--- config.mk ---
export PLATFORM = sky130hd
export DESIGN_NAME = iabc_core
export DESIGN_NICKNAME = d
export VERILOG_FILES = /design/src/pkg/iabc_pkg.sv /design/src/verilog/iabc_core.sv
export SDC_FILE = /design/constraint.sdc
export NUM_CORES = 1
export LEC_CHECK = 0
export ABC_AREA = 1
export BUFFER_PORTS_ARGS = -buffer_cell sky130_fd_sc_hd__buf_4
export CORE_MARGIN = 2
export CORE_UTILIZATION = 35
export DETAILED_ROUTE_END_ITERATION = 6
export GPL_TIMING_DRIVEN = 0
export PLACE_DENSITY_LB_ADDON = 0.12
export SYNTH_ARGS = -nofsm -noshare
export SYNTH_HDL_FRONTEND = slang
export SYNTH_SLANG_ARGS = --single-unit
--- constraint.sdc ---
create_clock -name clk -period 7.4 [get_ports clk]
set_input_delay 0.37 -clock clk [delete_from_list [all_inputs] [get_ports clk]]
set_output_delay 0.37 -clock clk [all_outputs]
set_load 0.005 [all_outputs]
--- src/pkg/iabc_pkg.sv ---
package iabc_pkg;

  // Register indices and byte addresses
  localparam logic [7:0] OWN_ADDR_IDX = 8'hE0;
  localparam logic [7:0] RATE_IDX = 8'hE1;
  localparam logic [11:0] OWN_ADDR_OFS = {2'b00, OWN_ADDR_IDX, 2'b00};
  localparam logic [11:0] RATE_OFS = {2'b00, RATE_IDX, 2'b00};
  localparam logic [11:0] CTRL_OFS = 12'h388;
  localparam logic [11:0] STATUS_OFS = 12'h38C;
  localparam logic [11:0] TXDATA_OFS = 12'h390;

  // Reset values
  localparam logic [7:0] OWN_ADDR_RST = 8'h00;
  localparam logic [5:0] RATE_RST = 6'h00;
  localparam logic [7:0] TXDATA_RST = 8'h00;

  // Field positions
  localparam int unsigned CTRL_MS_BIT = 0;
  localparam int unsigned RATE_CODE_W = 6;
  localparam int unsigned STAT_ARB_BIT = 0;
  localparam int unsigned STAT_MATCH_BIT = 1;

  // Tap tables indexed by tap_select and prescale_select
  localparam logic [7:0] SCL_TAP [8] = '{8'h05, 8'h06, 8'h07, 8'h08,
                                         8'h09, 8'h0A, 8'h0C, 8'h0F};
  localparam logic [7:0] SDA_TAP [8] = '{8'h01, 8'h01, 8'h02, 8'h02,
                                         8'h03, 8'h03, 8'h04, 8'h04};
  localparam logic [7:0] FIRST_TAP_DELAY [8] = '{8'h04, 8'h04, 8'h06, 8'h06,
                                                 8'h0E, 8'h1E, 8'h3E, 8'h7E};

  // Fixed pipeline additions to the half period and hold count
  localparam logic [11:0] HALF_EXTRA = 12'h002;
  localparam logic [11:0] HOLD_EXTRA = 12'h003;
  // Release to high count start, plus the final count cycle
  localparam logic [11:0] HIGH_LAG = 12'h004;
  localparam logic [11:0] HALF_MIN = 12'h00A;
  localparam logic [11:0] HALF_MAX = 12'h780;
  localparam logic [11:0] HOLD_MIN = 12'h007;
  localparam logic [11:0] HOLD_MAX = 12'h201;
  localparam logic [3:0] LAST_DATA_BIT = 4'h7;
  localparam logic [3:0] ACK_BIT = 4'h8;

  typedef enum logic [2:0] {
    M_IDLE, M_START, M_LOW, M_HIGHWAIT, M_HIGH, M_PAUSE, M_STOPLOW, M_STOPHIGH
  } iabc_mstate_t;

  typedef struct packed {
    logic byteDone;
    logic slaveRw;
    logic busBusy;
    logic addrMatch;
    logic arbLost;
  } iabc_status_t;

endpackage : iabc_pkg

--- src/verilog/iabc_core.sv ---
// Chosen here: the APB interface to the registers.
`timescale 1ns/100ps
`default_nettype none

module iabc_core
  import iabc_pkg::*;
(
  input wire logic clk,
  input wire logic rst_b,
  input wire logic psel,
  input wire logic penable,
  input wire logic pwrite,
  input wire logic [11:0] paddr,
  input wire logic [31:0] pwdata,
  output logic [31:0] prdata,
  output logic pready,
  output logic pslverr,
  input wire logic sclIn,
  output logic sclOut,
  output logic sclOe,
  input wire logic sdaIn,
  output logic sdaOut,
  output logic sdaOe,
  output logic masterActive
);

  logic sclMeta, sclSync, sclPrev;
  logic sdaMeta, sdaSync, sdaPrev;
  logic [7:0] ownAddr;
  logic [5:0] rateCode;
  logic [7:0] txData;
  logic masterSelect, startReq, txPending;
  iabc_status_t status;
  iabc_mstate_t state, next_state;
  logic [11:0] cnt;
  logic [3:0] bitIdx;
  logic [7:0] txShift;
  logic sdaDrive, sclDrive;
  logic [11:0] halfDiv, holdCnt, tapSpacing;
  logic [2:0] prescaleSelect, tapSelect;
  logic lost, endBit, startSeen, stopSeen, sclRise;
  logic slvActive;
  logic [3:0] slvCnt;
  logic [6:0] slvShift;
  logic apbSetup, apbWrite, addrHit;
  logic [31:0] readData;
  logic wrOwn, wrRate, wrCtrl, wrStatus, wrTx;

  // Line synchronisers
  always_ff @(posedge clk or negedge rst_b) begin
    if (!rst_b) begin
      sclMeta <= 1'b1;
      sclSync <= 1'b1;
      sdaMeta <= 1'b1;
      sdaSync <= 1'b1;
    end else begin
      sclMeta <= sclIn;
      sclSync <= sclMeta;
      sdaMeta <= sdaIn;
      sdaSync <= sdaMeta;
    end
  end

  always_ff @(posedge clk or negedge rst_b) begin
    if (!rst_b) begin
      sclPrev <= 1'b1;
      sdaPrev <= 1'b1;
    end else begin
      sclPrev <= sclSync;
      sdaPrev <= sdaSync;
    end
  end

  assign startSeen = sclSync && sclPrev && sdaPrev && !sdaSync;
  assign stopSeen = sclSync && sclPrev && !sdaPrev && sdaSync;
  assign sclRise = sclSync && !sclPrev;

  // Bit clock generator
  assign prescaleSelect = rateCode[5:3];
  assign tapSelect = rateCode[2:0];
  assign tapSpacing = 12'h001 << prescaleSelect;
  assign halfDiv = {4'h0, FIRST_TAP_DELAY[prescaleSelect]}
                 + 12'((SCL_TAP[tapSelect] - 8'h01) * tapSpacing) + HALF_EXTRA;
  assign holdCnt = {4'h0, FIRST_TAP_DELAY[prescaleSelect]}
                 + 12'((SDA_TAP[tapSelect] - 8'h01) * tapSpacing) + HOLD_EXTRA;

  // APB decode
  assign apbSetup = psel && !penable;
  assign apbWrite = psel && penable && pwrite;
  assign pready = 1'b1;
  assign pslverr = psel && penable && !addrHit;

  always_comb begin
    readData = 32'h0000_0000;
    addrHit = 1'b1;
    if (paddr == OWN_ADDR_OFS) begin
      readData = {24'h00_0000, ownAddr};
    end else if (paddr == RATE_OFS) begin
      readData = {26'h000_0000, rateCode};
    end else if (paddr == CTRL_OFS) begin
      readData = {31'h0000_0000, masterSelect};
    end else if (paddr == STATUS_OFS) begin
      readData = {27'h000_0000, status};
    end else if (paddr == TXDATA_OFS) begin
      readData = {24'h00_0000, txData};
    end else begin
      addrHit = 1'b0;
    end
  end

  assign wrOwn = apbWrite && paddr == OWN_ADDR_OFS;
  assign wrRate = apbWrite && paddr == RATE_OFS;
  assign wrCtrl = apbWrite && paddr == CTRL_OFS;
  assign wrStatus = apbWrite && paddr == STATUS_OFS;
  assign wrTx = apbWrite && paddr == TXDATA_OFS;

  always_ff @(posedge clk or negedge rst_b) begin
    if (!rst_b) begin
      prdata <= 32'h0000_0000;
    end else if (apbSetup) begin
      prdata <= readData;
    end
  end

  // Software registers
  always_ff @(posedge clk or negedge rst_b) begin
    if (!rst_b) begin
      ownAddr <= OWN_ADDR_RST;
      rateCode <= RATE_RST;
      txData <= TXDATA_RST;
    end else begin
      if (wrOwn) begin
        ownAddr <= {pwdata[7:1], 1'b0};
      end
      if (wrRate) begin
        rateCode <= pwdata[RATE_CODE_W-1:0];
      end
      if (wrTx) begin
        txData <= pwdata[7:0];
      end
    end
  end

  // Master select, start and stop requests
  always_ff @(posedge clk or negedge rst_b) begin
    if (!rst_b) begin
      masterSelect <= 1'b0;
    end else if (lost) begin
      masterSelect <= 1'b0;
    end else if (wrCtrl) begin
      masterSelect <= pwdata[CTRL_MS_BIT];
    end
  end

  always_ff @(posedge clk or negedge rst_b) begin
    if (!rst_b) begin
      startReq <= 1'b0;
    end else if (wrCtrl && !masterSelect && pwdata[CTRL_MS_BIT]) begin
      startReq <= 1'b1;
    end else if (lost || state == M_START || (wrCtrl && !pwdata[CTRL_MS_BIT])) begin
      startReq <= 1'b0;
    end
  end

  always_ff @(posedge clk or negedge rst_b) begin
    if (!rst_b) begin
      txPending <= 1'b0;
    end else if (wrTx) begin
      txPending <= 1'b1;
    end else if ((state == M_PAUSE && next_state == M_LOW)
        || (state == M_IDLE && next_state == M_START)) begin
      txPending <= 1'b0;
    end
  end

  // Master bit sequencer
  assign lost = state == M_HIGH && bitIdx <= LAST_DATA_BIT && !sdaDrive && !sdaSync;
  assign endBit = state == M_HIGH && (!sclSync || cnt == halfDiv - HIGH_LAG);

  always_comb begin
    next_state = state;
    case (state)
      M_IDLE: begin
        if (startReq && masterSelect && !status.busBusy) begin
          next_state = M_START;
        end
      end
      M_START: begin
        if (cnt == halfDiv - 12'h001) begin
          next_state = M_LOW;
        end
      end
      M_LOW: begin
        if (cnt == halfDiv - 12'h001) begin
          next_state = M_HIGHWAIT;
        end
      end
      M_HIGHWAIT: begin
        if (sclSync) begin
          next_state = M_HIGH;
        end
      end
      M_HIGH: begin
        if (lost) begin
          next_state = M_IDLE;
        end else if (endBit) begin
          next_state = (bitIdx == ACK_BIT) ? M_PAUSE : M_LOW;
        end
      end
      M_PAUSE: begin
        if (!masterSelect) begin
          next_state = M_STOPLOW;
        end else if (txPending) begin
          next_state = M_LOW;
        end
      end
      M_STOPLOW: begin
        if (cnt == halfDiv - 12'h001) begin
          next_state = M_STOPHIGH;
        end
      end
      M_STOPHIGH: begin
        if (sclSync && cnt == halfDiv - 12'h001) begin
          next_state = M_IDLE;
        end
      end
      default: begin
        next_state = M_IDLE;
      end
    endcase
  end

  always_ff @(posedge clk or negedge rst_b) begin
    if (!rst_b) begin
      state <= M_IDLE;
    end else begin
      state <= next_state;
    end
  end

  // Period counter, held at zero while the line is still low
  always_ff @(posedge clk or negedge rst_b) begin
    if (!rst_b) begin
      cnt <= 12'h000;
    end else if (next_state != state) begin
      cnt <= 12'h000;
    end else if (state == M_HIGHWAIT || state == M_IDLE || state == M_PAUSE) begin
      cnt <= 12'h000;
    end else if (state == M_STOPHIGH && !sclSync) begin
      cnt <= 12'h000;
    end else begin
      cnt <= cnt + 12'h001;
    end
  end

  // Bit index and shift register
  always_ff @(posedge clk or negedge rst_b) begin
    if (!rst_b) begin
      bitIdx <= 4'h0;
      txShift <= 8'h00;
    end else if (state == M_IDLE && next_state == M_START) begin
      bitIdx <= 4'h0;
      txShift <= txData;
    end else if (state == M_PAUSE && next_state == M_LOW) begin
      bitIdx <= 4'h0;
      txShift <= txData;
    end else if (endBit && !lost) begin
      bitIdx <= bitIdx + 4'h1;
      txShift <= {txShift[6:0], 1'b1};
    end
  end

  // Data line drive, changed one hold count after the clock falls
  always_ff @(posedge clk or negedge rst_b) begin
    if (!rst_b) begin
      sdaDrive <= 1'b0;
    end else if (lost) begin
      sdaDrive <= 1'b0;
    end else begin
      case (state)
        M_IDLE: sdaDrive <= next_state == M_START;
        M_LOW: begin
          if (cnt == holdCnt - 12'h001) begin
            sdaDrive <= bitIdx <= LAST_DATA_BIT && !txShift[7];
          end
        end
        M_PAUSE: begin
          if (next_state == M_STOPLOW) begin
            sdaDrive <= 1'b0;
          end
        end
        M_STOPLOW: begin
          if (cnt == holdCnt - 12'h001) begin
            sdaDrive <= 1'b1;
          end
        end
        M_STOPHIGH: begin
          if (next_state == M_IDLE) begin
            sdaDrive <= 1'b0;
          end
        end
        default: sdaDrive <= sdaDrive;
      endcase
    end
  end

  // Clock line drive
  always_ff @(posedge clk or negedge rst_b) begin
    if (!rst_b) begin
      sclDrive <= 1'b0;
    end else begin
      sclDrive <= next_state == M_LOW || next_state == M_PAUSE
               || next_state == M_STOPLOW;
    end
  end

  assign sclOe = sclDrive;
  assign sdaOe = sdaDrive;
  assign sclOut = 1'b0;
  assign sdaOut = 1'b0;
  assign masterActive = state != M_IDLE;

  // Slave address watcher
  always_ff @(posedge clk or negedge rst_b) begin
    if (!rst_b) begin
      slvActive <= 1'b0;
      slvCnt <= 4'h0;
      slvShift <= 7'h00;
    end else if (startSeen) begin
      slvActive <= 1'b1;
      slvCnt <= 4'h0;
    end else if (stopSeen) begin
      slvActive <= 1'b0;
    end else if (slvActive && sclRise) begin
      slvShift <= {slvShift[5:0], sdaSync};
      slvCnt <= slvCnt + 4'h1;
      if (slvCnt == LAST_DATA_BIT) begin
        slvActive <= 1'b0;
      end
    end
  end

  // Status flags, a hardware set wins over a software clear
  always_ff @(posedge clk or negedge rst_b) begin
    if (!rst_b) begin
      status <= '0;
    end else begin
      if (lost) begin
        status.arbLost <= 1'b1;
      end else if (wrStatus && pwdata[STAT_ARB_BIT]) begin
        status.arbLost <= 1'b0;
      end
      if (slvActive && sclRise && slvCnt == LAST_DATA_BIT && state == M_IDLE
          && slvShift == ownAddr[7:1]) begin
        status.addrMatch <= 1'b1;
        status.slaveRw <= sdaSync;
      end else if (wrStatus && pwdata[STAT_MATCH_BIT]) begin
        status.addrMatch <= 1'b0;
      end
      if (startSeen) begin
        status.busBusy <= 1'b1;
      end else if (stopSeen) begin
        status.busBusy <= 1'b0;
      end
      if (state == M_HIGH && next_state == M_PAUSE) begin
        status.byteDone <= 1'b1;
      end else if (state == M_PAUSE && next_state != M_PAUSE) begin
        status.byteDone <= 1'b0;
      end
    end
  end
endmodule : iabc_core

`default_nettype wire

==> impl_results.md, run 1 <==
- Status: finished, final reports clean
- CP peak stage delay: 0.56 ns
- DRC: 0
- Initial antenna violation count: 0
- Diode count: 0
- Worst Setup End Kind: flop
- Power per cell area: 127 nW/um^2
- Share of post-route cells with drive strength above 1: 0.133
- Yosys warnings: 0
- Critical Path AT: a little over 7 ns
- Routed vias: 7988
- Setup WS post-layout: 0.518 ns
- Worst skew pair latency: between 0.3 and 0.4 ns
- Total gr overflow: 0
- Root buf cell: clkbuf_16
- Post-Syn Instances: 1271
- Largest net degree at the start of global routing: 85
- F_max: around 150 MHz
- Most used cell, CP: inv_1
- CTS Buffer Depth: 2
- Iteration-0 DRC count of the detailed router: 374
- Final setup fails: 0
- Worst-path clk slew: approximately 0.070 ns
- CTS HTree Levels: 3
- Setup TNS: 0 ns
- FF/Latch Area: 2110 um^2
- MaxCap Viol Count: 0
- Worst-path fanout max: 10
- P_leak: 5.46 nW
- Post-route cell area: approximately 11000 um^2
- Top_reg_cell synth: dfrtp_1
- Pre-CTS setup slack: -0.163 ns
- IO Pins: 90
- Count of cell types in the netlist: 51
- Chip width: 168 um
- Area of the core: 26700 um^2
- DP Area: 10300 um^2
- Die area: 28200 um^2
- # hold bufs at CTS: 0
- Worst VDD drop: approximately 0.00014 V
- Worst hold-check path type: primary input to flop
- Final net count: 1580
- Overall power: 1.39 mW
- FILL cells: 2822
- Commonest non-fill, non-tap cell in the layout: nand2_1
- Placed Instances: 1699
- Initial Util: 0.353
- Die Ht: 168 um
- Finished Core Util: 0.410
- Detailed placement HPWL: 19900 um
- Port Buffers: 38
- Final Hold Vio Count: 0
- Post-synthesis async set-or-reset flop share: 1.00
- Slowest cell on crit path: fa_1
- Critical Path Source Type: flop
- Vias in the first global route: 7933
- GRT Util Overall: 0.180
- Part of the cycle the worst path needs: 0.930
- Hold WS: 0.122 ns
- Routed wire per std cell: 14.0 um
- CTS buffer count: 9
- Slew HR: 0.250
- Row cnt: 60
- Post-synth EDFFs: 0
- Setup CP Type: flop to flop
- Mapped cell area: 9410 um^2
- RSZ-0062 raised after global routing: yes
- Tmin final: 6.88 ns
- Area Growth Syn to Fin: 16.0%
- Setup Skew: around 0.010 ns
- Clk sinks: 84
- Finished Layout Cells: 1725
- DRT antenna net count: 0
- Area of the multi-input gates: 6420 um^2
- Vias per cell: 4.63
- Syn Area/Cell: 7.40 um^2
- Worst slew pin tran: 1.12 ns
- Post-synthesis sequential element count: 84
- Router iterations before antenna repair: 5
- Slew Viols, Final: 0
- Most frequent cells in the layout: nand2_1, inv_1, nor2_1
- Worst Path Required: 7.64 ns
- First-pass GRT wire length: 40500 um
- Routability cong.: 0.880
- CTS tree: built
- Sequential area share after synthesis: 0.224
- Total Wirelength: 24100 um
-- Yosys cell counts, types with 3 or more instances --
master / number / area share
buf_4: 29 / 0.023
inv_2: 7 / 0.0028
nor2_1: 129 / 0.051
o21ai_1: 5 / 0.0027
fa_1: 80 / 0.17
nor2_2: 15 / 0.010
nand3_1: 82 / 0.044
nand3_2: 3 / 0.0032
dfrtp_1: 78 / 0.21
nor4_1: 3 / 0.0020
a21oi_1: 27 / 0.014
o22ai_1: 3 / 0.0020
nand3b_1: 8 / 0.0064
clkbuf_1: 10 / 0.0040
o211ai_1: 6 / 0.0048
nand2_1: 271 / 0.11
nor3_1: 17 / 0.0090
dfstp_2: 6 / 0.017
nand2_2: 12 / 0.0080
a22oi_1: 6 / 0.0048
inv_1: 243 / 0.097
o21ai_0: 60 / 0.032
ha_1: 70 / 0.093
nand4_1: 26 / 0.017
xnor2_1: 18 / 0.017
xor2_1: 23 / 0.021
clkinv_1: 3 / 0.0012
-- registers in the layout (all words and copies together) (netlist names) --
signal        cells
status            5
masterSelect      1
sdaSync           1
slvShift          7
ownAddr           7
sdaOe             1
txData            8
txPending         1
sdaPrev           1
bitIdx            4
state             3
sdaMeta           1
sclSync           1
txShift           8
slvActive         1
cnt              12
startReq          1
prdata            8
slvCnt            4
sclOe             1
sclPrev           1
rateCode          6
sclMeta           1
-- cell type report --
cell class / count / area share
Sequential cell: 84 / 0.193
Clock buffer: 9 / 0.0206
Tap cell: 341 / 0.0391
Buffer: 43 / 0.0260
Multi-Input combinational cell: 939 / 0.588
Clock inverter: 7 / 0.0121
Inverter: 254 / 0.0880
Timing Repair Buffer: 48 / 0.0330
-- critical path, delay by kind of cell, from the launching register on --
| family | cells | cell delay (ns) |
|---|---|---|
| adders and majority gates | 8 | 3.20 |
| and+or+nand+nor | 20 | 1.78 |
| buffers and inverters | 11 | 0.86 |
| DFF | 1 | 0.44 |
| AOI/OAI and AO/OA | 2 | 0.30 |
| xor gates and xnor gates | 1 | 0.20 |
-- power breakdown --
part	leakage, nW	internal, mW	switching (mW)	total (mW)
registers	1.11	0.495	0.0279	0.523
logic	4.18	0.134	0.176	0.310
clock network	0.173	0.336	0.216	0.553
total	5.46	0.965	0.420	1.39
-- cell families (layout without fill, tap and decap cells) --
logic type      Yosys count  in the layout  synth area share
simple gates            576            576             0.269
buf+inv                 297            361             0.131
fa+ha+maj               150            150             0.263
compound gates          120            120            0.0717
flops                    84             84             0.224
xor+xnor                 42             42            0.0399
other cells               2             51          0.000798
-- per-layer routing --
layer / track usage / vias up / wire length (um)
met4: 0.0628 / 0 / 720
met1: 0.239 / 3690 / 11000
met2: 0.305 / 163 / 11300
li1: - / 4103 / -
met3: 0.0221 / 32 / 1010
met5: 0 / - / 0
-- path summary, 6_finish.rpt --
| kind | startpoint | endpoint | slack (ns) | cells after the start |
|---|---|---|---|---|
| worst min-delay path | sdaIn | sdaMeta$_DFF_PN1_ | 0.12 | 1 |
| worst max-delay path | rateCode[1]$_DFFE_PN0P_ | cnt[4]$_DFF_PN0_ | 0.52 | 42 |
| worst max register to register | rateCode[1]$_DFFE_PN0P_ | cnt[4]$_DFF_PN0_ | 0.52 | 42 |
| min in group asynchronous | rst_b | cnt[3]$_DFF_PN0_ | 0.17 | 1 |
| worst min register to register | sclMeta$_DFF_PN1_ | sclSync$_DFF_PN1_ | 0.36 | 0 |
| max in group asynchronous | rst_b | rateCode[1]$_DFFE_PN0P_ | 6.37 | 1 |
-- what timing repair did --
item | CTS | global route
resized for setup | 4 | 43
pin swaps | 0 | 5
setup buffers | 0 | 10
gates cloned | 0 | 0
endpoints found under the setup margin | 26 | 28
Power figures use the tool's default switching activity.
==> run 2, diff against run 1 <==
--- a/config.mk
+++ b/config.mk
@@ -10,8 +10,11 @@
 export CORE_MARGIN = 2
 export CORE_UTILIZATION = 35
 export DETAILED_ROUTE_END_ITERATION = 6
+export GPL_ROUTABILITY_DRIVEN = 0
 export GPL_TIMING_DRIVEN = 0
+export MAX_ROUTING_LAYER = met4
 export PLACE_DENSITY_LB_ADDON = 0.12
 export SYNTH_ARGS = -nofsm -noshare
 export SYNTH_HDL_FRONTEND = slang
 export SYNTH_SLANG_ARGS = --single-unit
+export TNS_END_PERCENT = 1
==> impl_results.md, run 2 (synthesis gave the netlist of run 1 again) <==
- Initial Util: 0.353 (unchanged)
- Total gr overflow: 0 (unchanged)
- Finished Layout Cells: 1725 (unchanged)
- Worst Setup End Kind: flop
- Row cnt: 60 (unchanged)
- Worst r2r src: rateCode[1]$_DFFE_PN0P_
- CP startpoint: rateCode[1]$_DFFE_PN0P_
- Worst slew pin tran: 1.12 ns (-0.00456 ns)
- P_leak: 5.46 nW (about the same)
- Slew HR: 0.253 (+0.00304)
- Port Buffers: 38 (unchanged)
- Hold Path End: sdaMeta$_DFF_PN1_
- Largest net degree at the start of global routing: 85 (unchanged)
- Largest register FFs: 12 (unchanged)
- Part of the cycle the worst path needs: 0.941 (+0.0107)
- Share of post-route cells with drive strength above 1: 0.125 (-0.00795)
- CTS HTree Levels: 3 (unchanged)
- Worst skew pair latency: 0.35 ns (about the same)
- Vias in the first global route: 7940 (+0.088%)
- Overall power: 1.39 mW (about the same)
- Final Hold Vio Count: 0 (unchanged)
- Area of the core: 26700 um^2 (unchanged)
- Post-route cell area: 10900 um^2 (-0.46%)
- IO Pins: 90 (unchanged)
- Slew Viols, Final: 0 (unchanged)
- R2r endpoint: txShift[6]$_DFFE_PN0P_
- Biggest register: cnt
- Hold WS: 0.123 ns (+0.00105 ns)
- DRC: 0 (unchanged)
- Most frequent cells in the layout: nand2_1, inv_1, nor2_1
- F_max: 144 MHz (-1.1%)
- Placed Instances: 1699 (unchanged)
- Worst hold-check path type: primary input to flop
- # hold bufs at CTS: 0 (unchanged)
- MaxCap Viol Count: 0 (unchanged)
- CP delay by family, top: adder cells
- Diode count: 0 (unchanged)
- Area Growth Syn to Fin: 15.5%
- Routed wire per std cell: 14.0 um (about the same)
- Critical Path AT: 7.18 ns (+0.06 ns)
- Total Wirelength: 24100 um (about the same)
- Status: finished, final reports clean
- RSZ-0062 raised after global routing: yes
- Root buf cell: clkbuf_16
- Worst VDD drop: 0.000141 V (+0.63%)
- Setup Skew: 0.0125 ns (+0.00218 ns)
- GRT Util Overall: 0.186 (+0.00535)
- Initial antenna violation count: 0 (unchanged)
- Setup CP Type: flop to flop
- CTS tree: built
- Commonest non-fill, non-tap cell in the layout: nand2_1
- Most used cell, CP: nand2_1
- Worst-path fanout max: 10 (unchanged)
- DP Area: 10300 um^2 (unchanged)
- Reg2Reg Setup Slack: 0.44 ns (-0.08 ns)
- Final net count: 1580 (unchanged)
- Critical Path Source Type: flop
- Router iterations before antenna repair: 5 (unchanged)
- Chip width: 168 um (unchanged)
- CTS Buffer Depth: 2 (unchanged)
- Power per cell area: 128 nW/um^2 (+0.51%)
- First-pass GRT wire length: 40500 um (about the same)
- Worst reg2reg path depth: 37 (-12%)
- Iteration-0 DRC count of the detailed router: 365 (-2.4%)
- Worst-path clk slew: 0.07 ns (about the same)
- CP peak stage delay: 0.56 ns (about the same)
- Tmin final: 6.96 ns (+0.0789 ns)
- CTS buffer count: 9 (unchanged)
- Buf/Inv on CP: 6 (-5)
- Vias per cell: 4.65 (+0.50%)
- Die Ht: 168 um (unchanged)
- Detailed placement HPWL: 19900 um (unchanged)
- Final setup fails: 0 (unchanged)
- DRT antenna net count: 0 (unchanged)
- Min-Delay Path Depth: 1 (unchanged)
- Worst Path Required: 7.62 ns (-0.02 ns)
- Worst Hold Launch: sdaIn
- Die area: 28200 um^2 (unchanged)
- Slowest cell on crit path: fa_1
- Clk sinks: 84 (unchanged)
- Routed vias: 8028 (+0.50%)
- Setup TNS: 0 ns (unchanged)
## run 2: through the flow
step | setup WS [ns] | util
2_1_floorplan | 0.874 | -
3_3_place_gp | -0.166 | 0.387
3_5_place_dp | -0.163 | 0.387
4_1_cts | 0.0482 | 0.400
5_1_grt | -0.109 | 0.408
6_report | 0.439 | 0.408
## run 2: layer usage
metal  wire, um  part of all wire  track usage  vias up
li1           -                 -            -     4098
met1      11200              0.46        0.240     3739
met2      11300              0.47        0.304      156
met3        906             0.038       0.0207       35
met4        731             0.030       0.0639        0
met5          0                 0            -        -
## run 2: where the power goes
group          total [mW]  switching (mW)  internal, mW
Sequential          0.523          0.0280         0.495
Combinational       0.310           0.176         0.134
Clock               0.553           0.217         0.336
## run 2: worst max-delay path by stage
stage | cells past startpoint | end | slack, ns
global placement | 36 | txShift[6]$_DFFE_PN0P_ | -0.17
CTS | 36 | txShift[6]$_DFFE_PN0P_ | 0.05
global route | 41 | cnt[5]$_DFF_PN0_ | -0.11
detailed placement | 34 | txPending$_DFFE_PN0P_ | -0.16
finish | 37 | txShift[6]$_DFFE_PN0P_ | 0.44
floorplan | 36 | cnt[4]$_DFF_PN0_ | 0.87
## run 2: layout make-up
cell class                      count  area, um^2
Multi-Input combinational cell    939        6370
Clock inverter                      7         133
Timing Repair Buffer               48         360
Sequential cell                    84        2110
Clock buffer                        9         225
Inverter                          254         961
Fill cell                        2831       15800
Tap cell                          341         427
Buffer                             43         284
## run 2: timing repair
item	in CTS	in global routing
buffers inserted	0	10
endpoints found under the hold margin	0	0
resized for setup	4	29
pin swaps	0	5
setup endpoints to repair	26	28
==> run 3, diff against run 2 <==
--- a/config.mk
+++ b/config.mk
@@ -5,10 +5,9 @@
 export SDC_FILE = /design/constraint.sdc
 export NUM_CORES = 1
 export LEC_CHECK = 0
-export ABC_AREA = 1
 export BUFFER_PORTS_ARGS = -buffer_cell sky130_fd_sc_hd__buf_4
 export CORE_MARGIN = 2
-export CORE_UTILIZATION = 35
+export CORE_UTILIZATION = 55
 export DETAILED_ROUTE_END_ITERATION = 6
 export GPL_ROUTABILITY_DRIVEN = 0
 export GPL_TIMING_DRIVEN = 0
==> impl_results.md, run 3 <==
- CTS Buffer Depth: 2 (unchanged)
- Routed wire per std cell: 16.0 um (+15%)
- CTS buffer count: 9 (unchanged)
- IO Pins: 90 (unchanged)
- Sequential area share after synthesis: 0.228 (+0.00345)
- Post-synth EDFFs: 0 (unchanged)
- Mapped cell area: 9270 um^2 (-1.5%)
- Die Ht: 134 um (-20%)
- Largest net degree at the start of global routing: 85 (unchanged)
- Setup WS post-layout: -0.00865 ns (-0.447 ns)
- RSZ-0062 raised after global routing: yes
- Diode count: 0 (unchanged)
- Biggest register: cnt
- GRT Util Overall: 0.259 (+0.0730)
- Worst-path fanout max: 5 (-5)
- Area of the core: 16500 um^2 (-38%)
- Worst Setup End Kind: flop
- Port Buffers: 38 (unchanged)
- # hold bufs at CTS: 0 (unchanged)
- Worst skew pair latency: 0.34 ns (about the same)
- Final setup fails: 4 (+4)
- Row cnt: 47 (-22%)
- Post-Syn Instances: 1012 (-20%)
- Count of cell types in the netlist: 86 (+69%)
- P_leak: 4.97 nW (-9.0%)
- Post-synthesis async set-or-reset flop share: 1.00 (unchanged)
- Die area: 17900 um^2 (-37%)
- Syn Area/Cell: 9.16 um^2 (+24%)
- Post-synthesis sequential element count: 84 (unchanged)
- Slew Viols, Final: 0 (unchanged)
- Slew HR: 0.297 (+0.0436)
- Power per cell area: 116 nW/um^2 (-9.0%)
- Overall power: 1.26 mW (-9.3%)
- CTS HTree Levels: 3 (unchanged)
- DRT antenna net count: 0 (unchanged)
- Tmin final: 7.41 ns (+0.447 ns)
- Failing checks: negative setup slack
- Total gr overflow: 0 (unchanged)
- Share of post-route cells with drive strength above 1: 0.198 (+0.0729)
- Initial Util: 0.561 (+0.208)
- Final net count: 1328 (-16%)
- Critical Path AT: 7.64 ns (+0.46 ns)
- Total Wirelength: 21700 um (-10%)
- DRC: 0 (unchanged)
- Commonest non-fill, non-tap cell in the layout: inv_1
- Clk sinks: 84 (unchanged)
- Worst-path clk slew: 0.07 ns (about the same)
- Ranking of synthesized cells by area: dfrtp_1, fa_1, ha_1
- Top_reg_cell synth: dfrtp_1
- Final Hold Vio Count: 0 (unchanged)
- Synth area leader: dfrtp_1
- CTS tree: built
- Vias per cell: 5.42 (+16%)
- Detailed placement HPWL: 16800 um (-16%)
- Hold WS: 0.133 ns (+0.00952 ns)
- Finished Core Util: 0.655 (+0.247)
- Initial antenna violation count: 0 (unchanged)
- Status: finished with violations
- Part of the cycle the worst path needs: 1.00 (+0.0605)
- Routed vias: 7325 (-8.8%)
- Worst hold-check path type: primary input to flop
- Chip width: 134 um (-20%)
- Yosys top cell area share: 0.211 (+0.00319)
- Count leader, synth: inv_1
- Critical Path Source Type: flop
- Worst Path Required: 7.63 ns (about the same)
- Area Growth Syn to Fin: 16.8%
- Root buf cell: clkbuf_16
- Worst VDD drop: 0.000132 V (-6.7%)
- Synth cell count leaders: inv_1, nor2_1, nand2_1
- MaxCap Viol Count: 0 (unchanged)
- Iteration-0 DRC count of the detailed router: 389 (+6.6%)
- Setup Skew: 0.00805 ns (-0.00449 ns)
- Worst slew pin tran: 1.05 ns (-0.0654 ns)
- Vias in the first global route: 7209 (-9.2%)
- Pre-CTS setup slack: -0.875 ns (-0.713 ns)
- Setup CP Type: flop to flop
- First-pass GRT wire length: 36000 um (-11%)
- F_max: 135 MHz (-6.0%)
- Yosys warnings: 0 (unchanged)
- Most frequent cells in the layout: inv_1, nor2_1, nand2_1, buf_4
- Router iterations before antenna repair: 5 (unchanged)
- Largest register FFs: 12 (unchanged)
run 3: cells by family (layout without fill, tap and decap cells):
group	after synthesis	in the layout	synth area share
buffers and inverters	194	265	0.0936
flip-flops	84	84	0.228
adder cells (fa/ha/maj)	150	150	0.267
AND/OR/NAND/NOR	327	327	0.178
XOR/XNOR	85	85	0.0849
multiplexers	30	30	0.0358
other	2	51	0.000810
AO/OA/AOI/OAI	140	140	0.112
run 3: cell type report:
class                           instances  area (um^2)
Fill cell                            1399         5700
Multi-Input combinational cell        783         6810
Inverter                              130          492
Clock inverter                          7         83.8
Tap cell                              220          275
Sequential cell                        84         2110
Clock buffer                            9          225
Buffer                                 59          369
Timing Repair Buffer                   60          458
run 3: repair_timing:
action	in CTS	in global routing
pin swaps	6	29
buffers inserted	13	8
setup endpoints to repair	30	29
hold endpoints to repair	0	0
gates resized for setup	32	45
gates cloned	1	0
run 3: report_power, final:
group	total (mW)	internal, mW	leakage (nW)	switching (mW)
logic	0.273	0.135	3.72	0.138
clock network	0.469	0.268	0.154	0.201
registers	0.514	0.489	1.10	0.0257
total	1.26	0.892	4.97	0.365
run 3: worst max-delay path, cell delays in order, from the launching register on:
cell       delay (ns)
dfrtp_2          0.43
ha_4             0.28
mux2i_4          0.18
inv_2            0.08
ha_4             0.18
xor2_4           0.18
buf_4            0.16
or2_2            0.30
fa_1             0.50
inv_1            0.04
ha_1             0.27
ha_1             0.29
inv_2            0.04
fa_1             0.50
inv_1            0.05
fa_2             0.44
fa_2             0.43
a21oi_2          0.20
o22ai_2          0.11
o32a_4           0.39
nor4b_4          0.31
or4b_4           0.51
a31o_4           0.28
a2111oi_4        0.39
o21ai_2          0.14
o32ai_4          0.37
buf_6            0.19
nor3_2           0.05
run 3: layer usage:
layer	wire length, um	part of all wire	vias to the layer above	track usage
met5	0	0	-	-
li1	-	-	3524	-
met2	11000	0.51	161	0.430
met3	717	0.033	27	0.0200
met1	9450	0.44	3613	0.340
met4	487	0.022	0	0.0798
run 3: final timing paths:
path                                          from                 endpoint  slack [ns]  cells after the start
max                        rateCode[1]$_DFFE_PN0P_         cnt[2]$_DFF_PN0_      -0.009                     27
max in group asynchronous                    rst_b  rateCode[0]$_DFFE_PN0P_        6.43                      1
max reg2reg                rateCode[1]$_DFFE_PN0P_         cnt[2]$_DFF_PN0_      -0.009                     27
min reg2reg                      sclMeta$_DFF_PN1_        sclSync$_DFF_PN1_        0.36                      0
min                                          sdaIn        sdaMeta$_DFF_PN1_        0.13                      1
min in group asynchronous                    rst_b       state[1]$_DFF_PN0_        0.22                      1
run 3: per-stage QoR:
step	cells	cell area (um^2)	TNS, ns
global placement	1319	10000	-16.57
detailed placement	1319	10000	-16.79
CTS	1347	10600	0
floorplan	1061	9480	0
global route	1352	10800	-3.58
finish	1352	10800	-0.0140
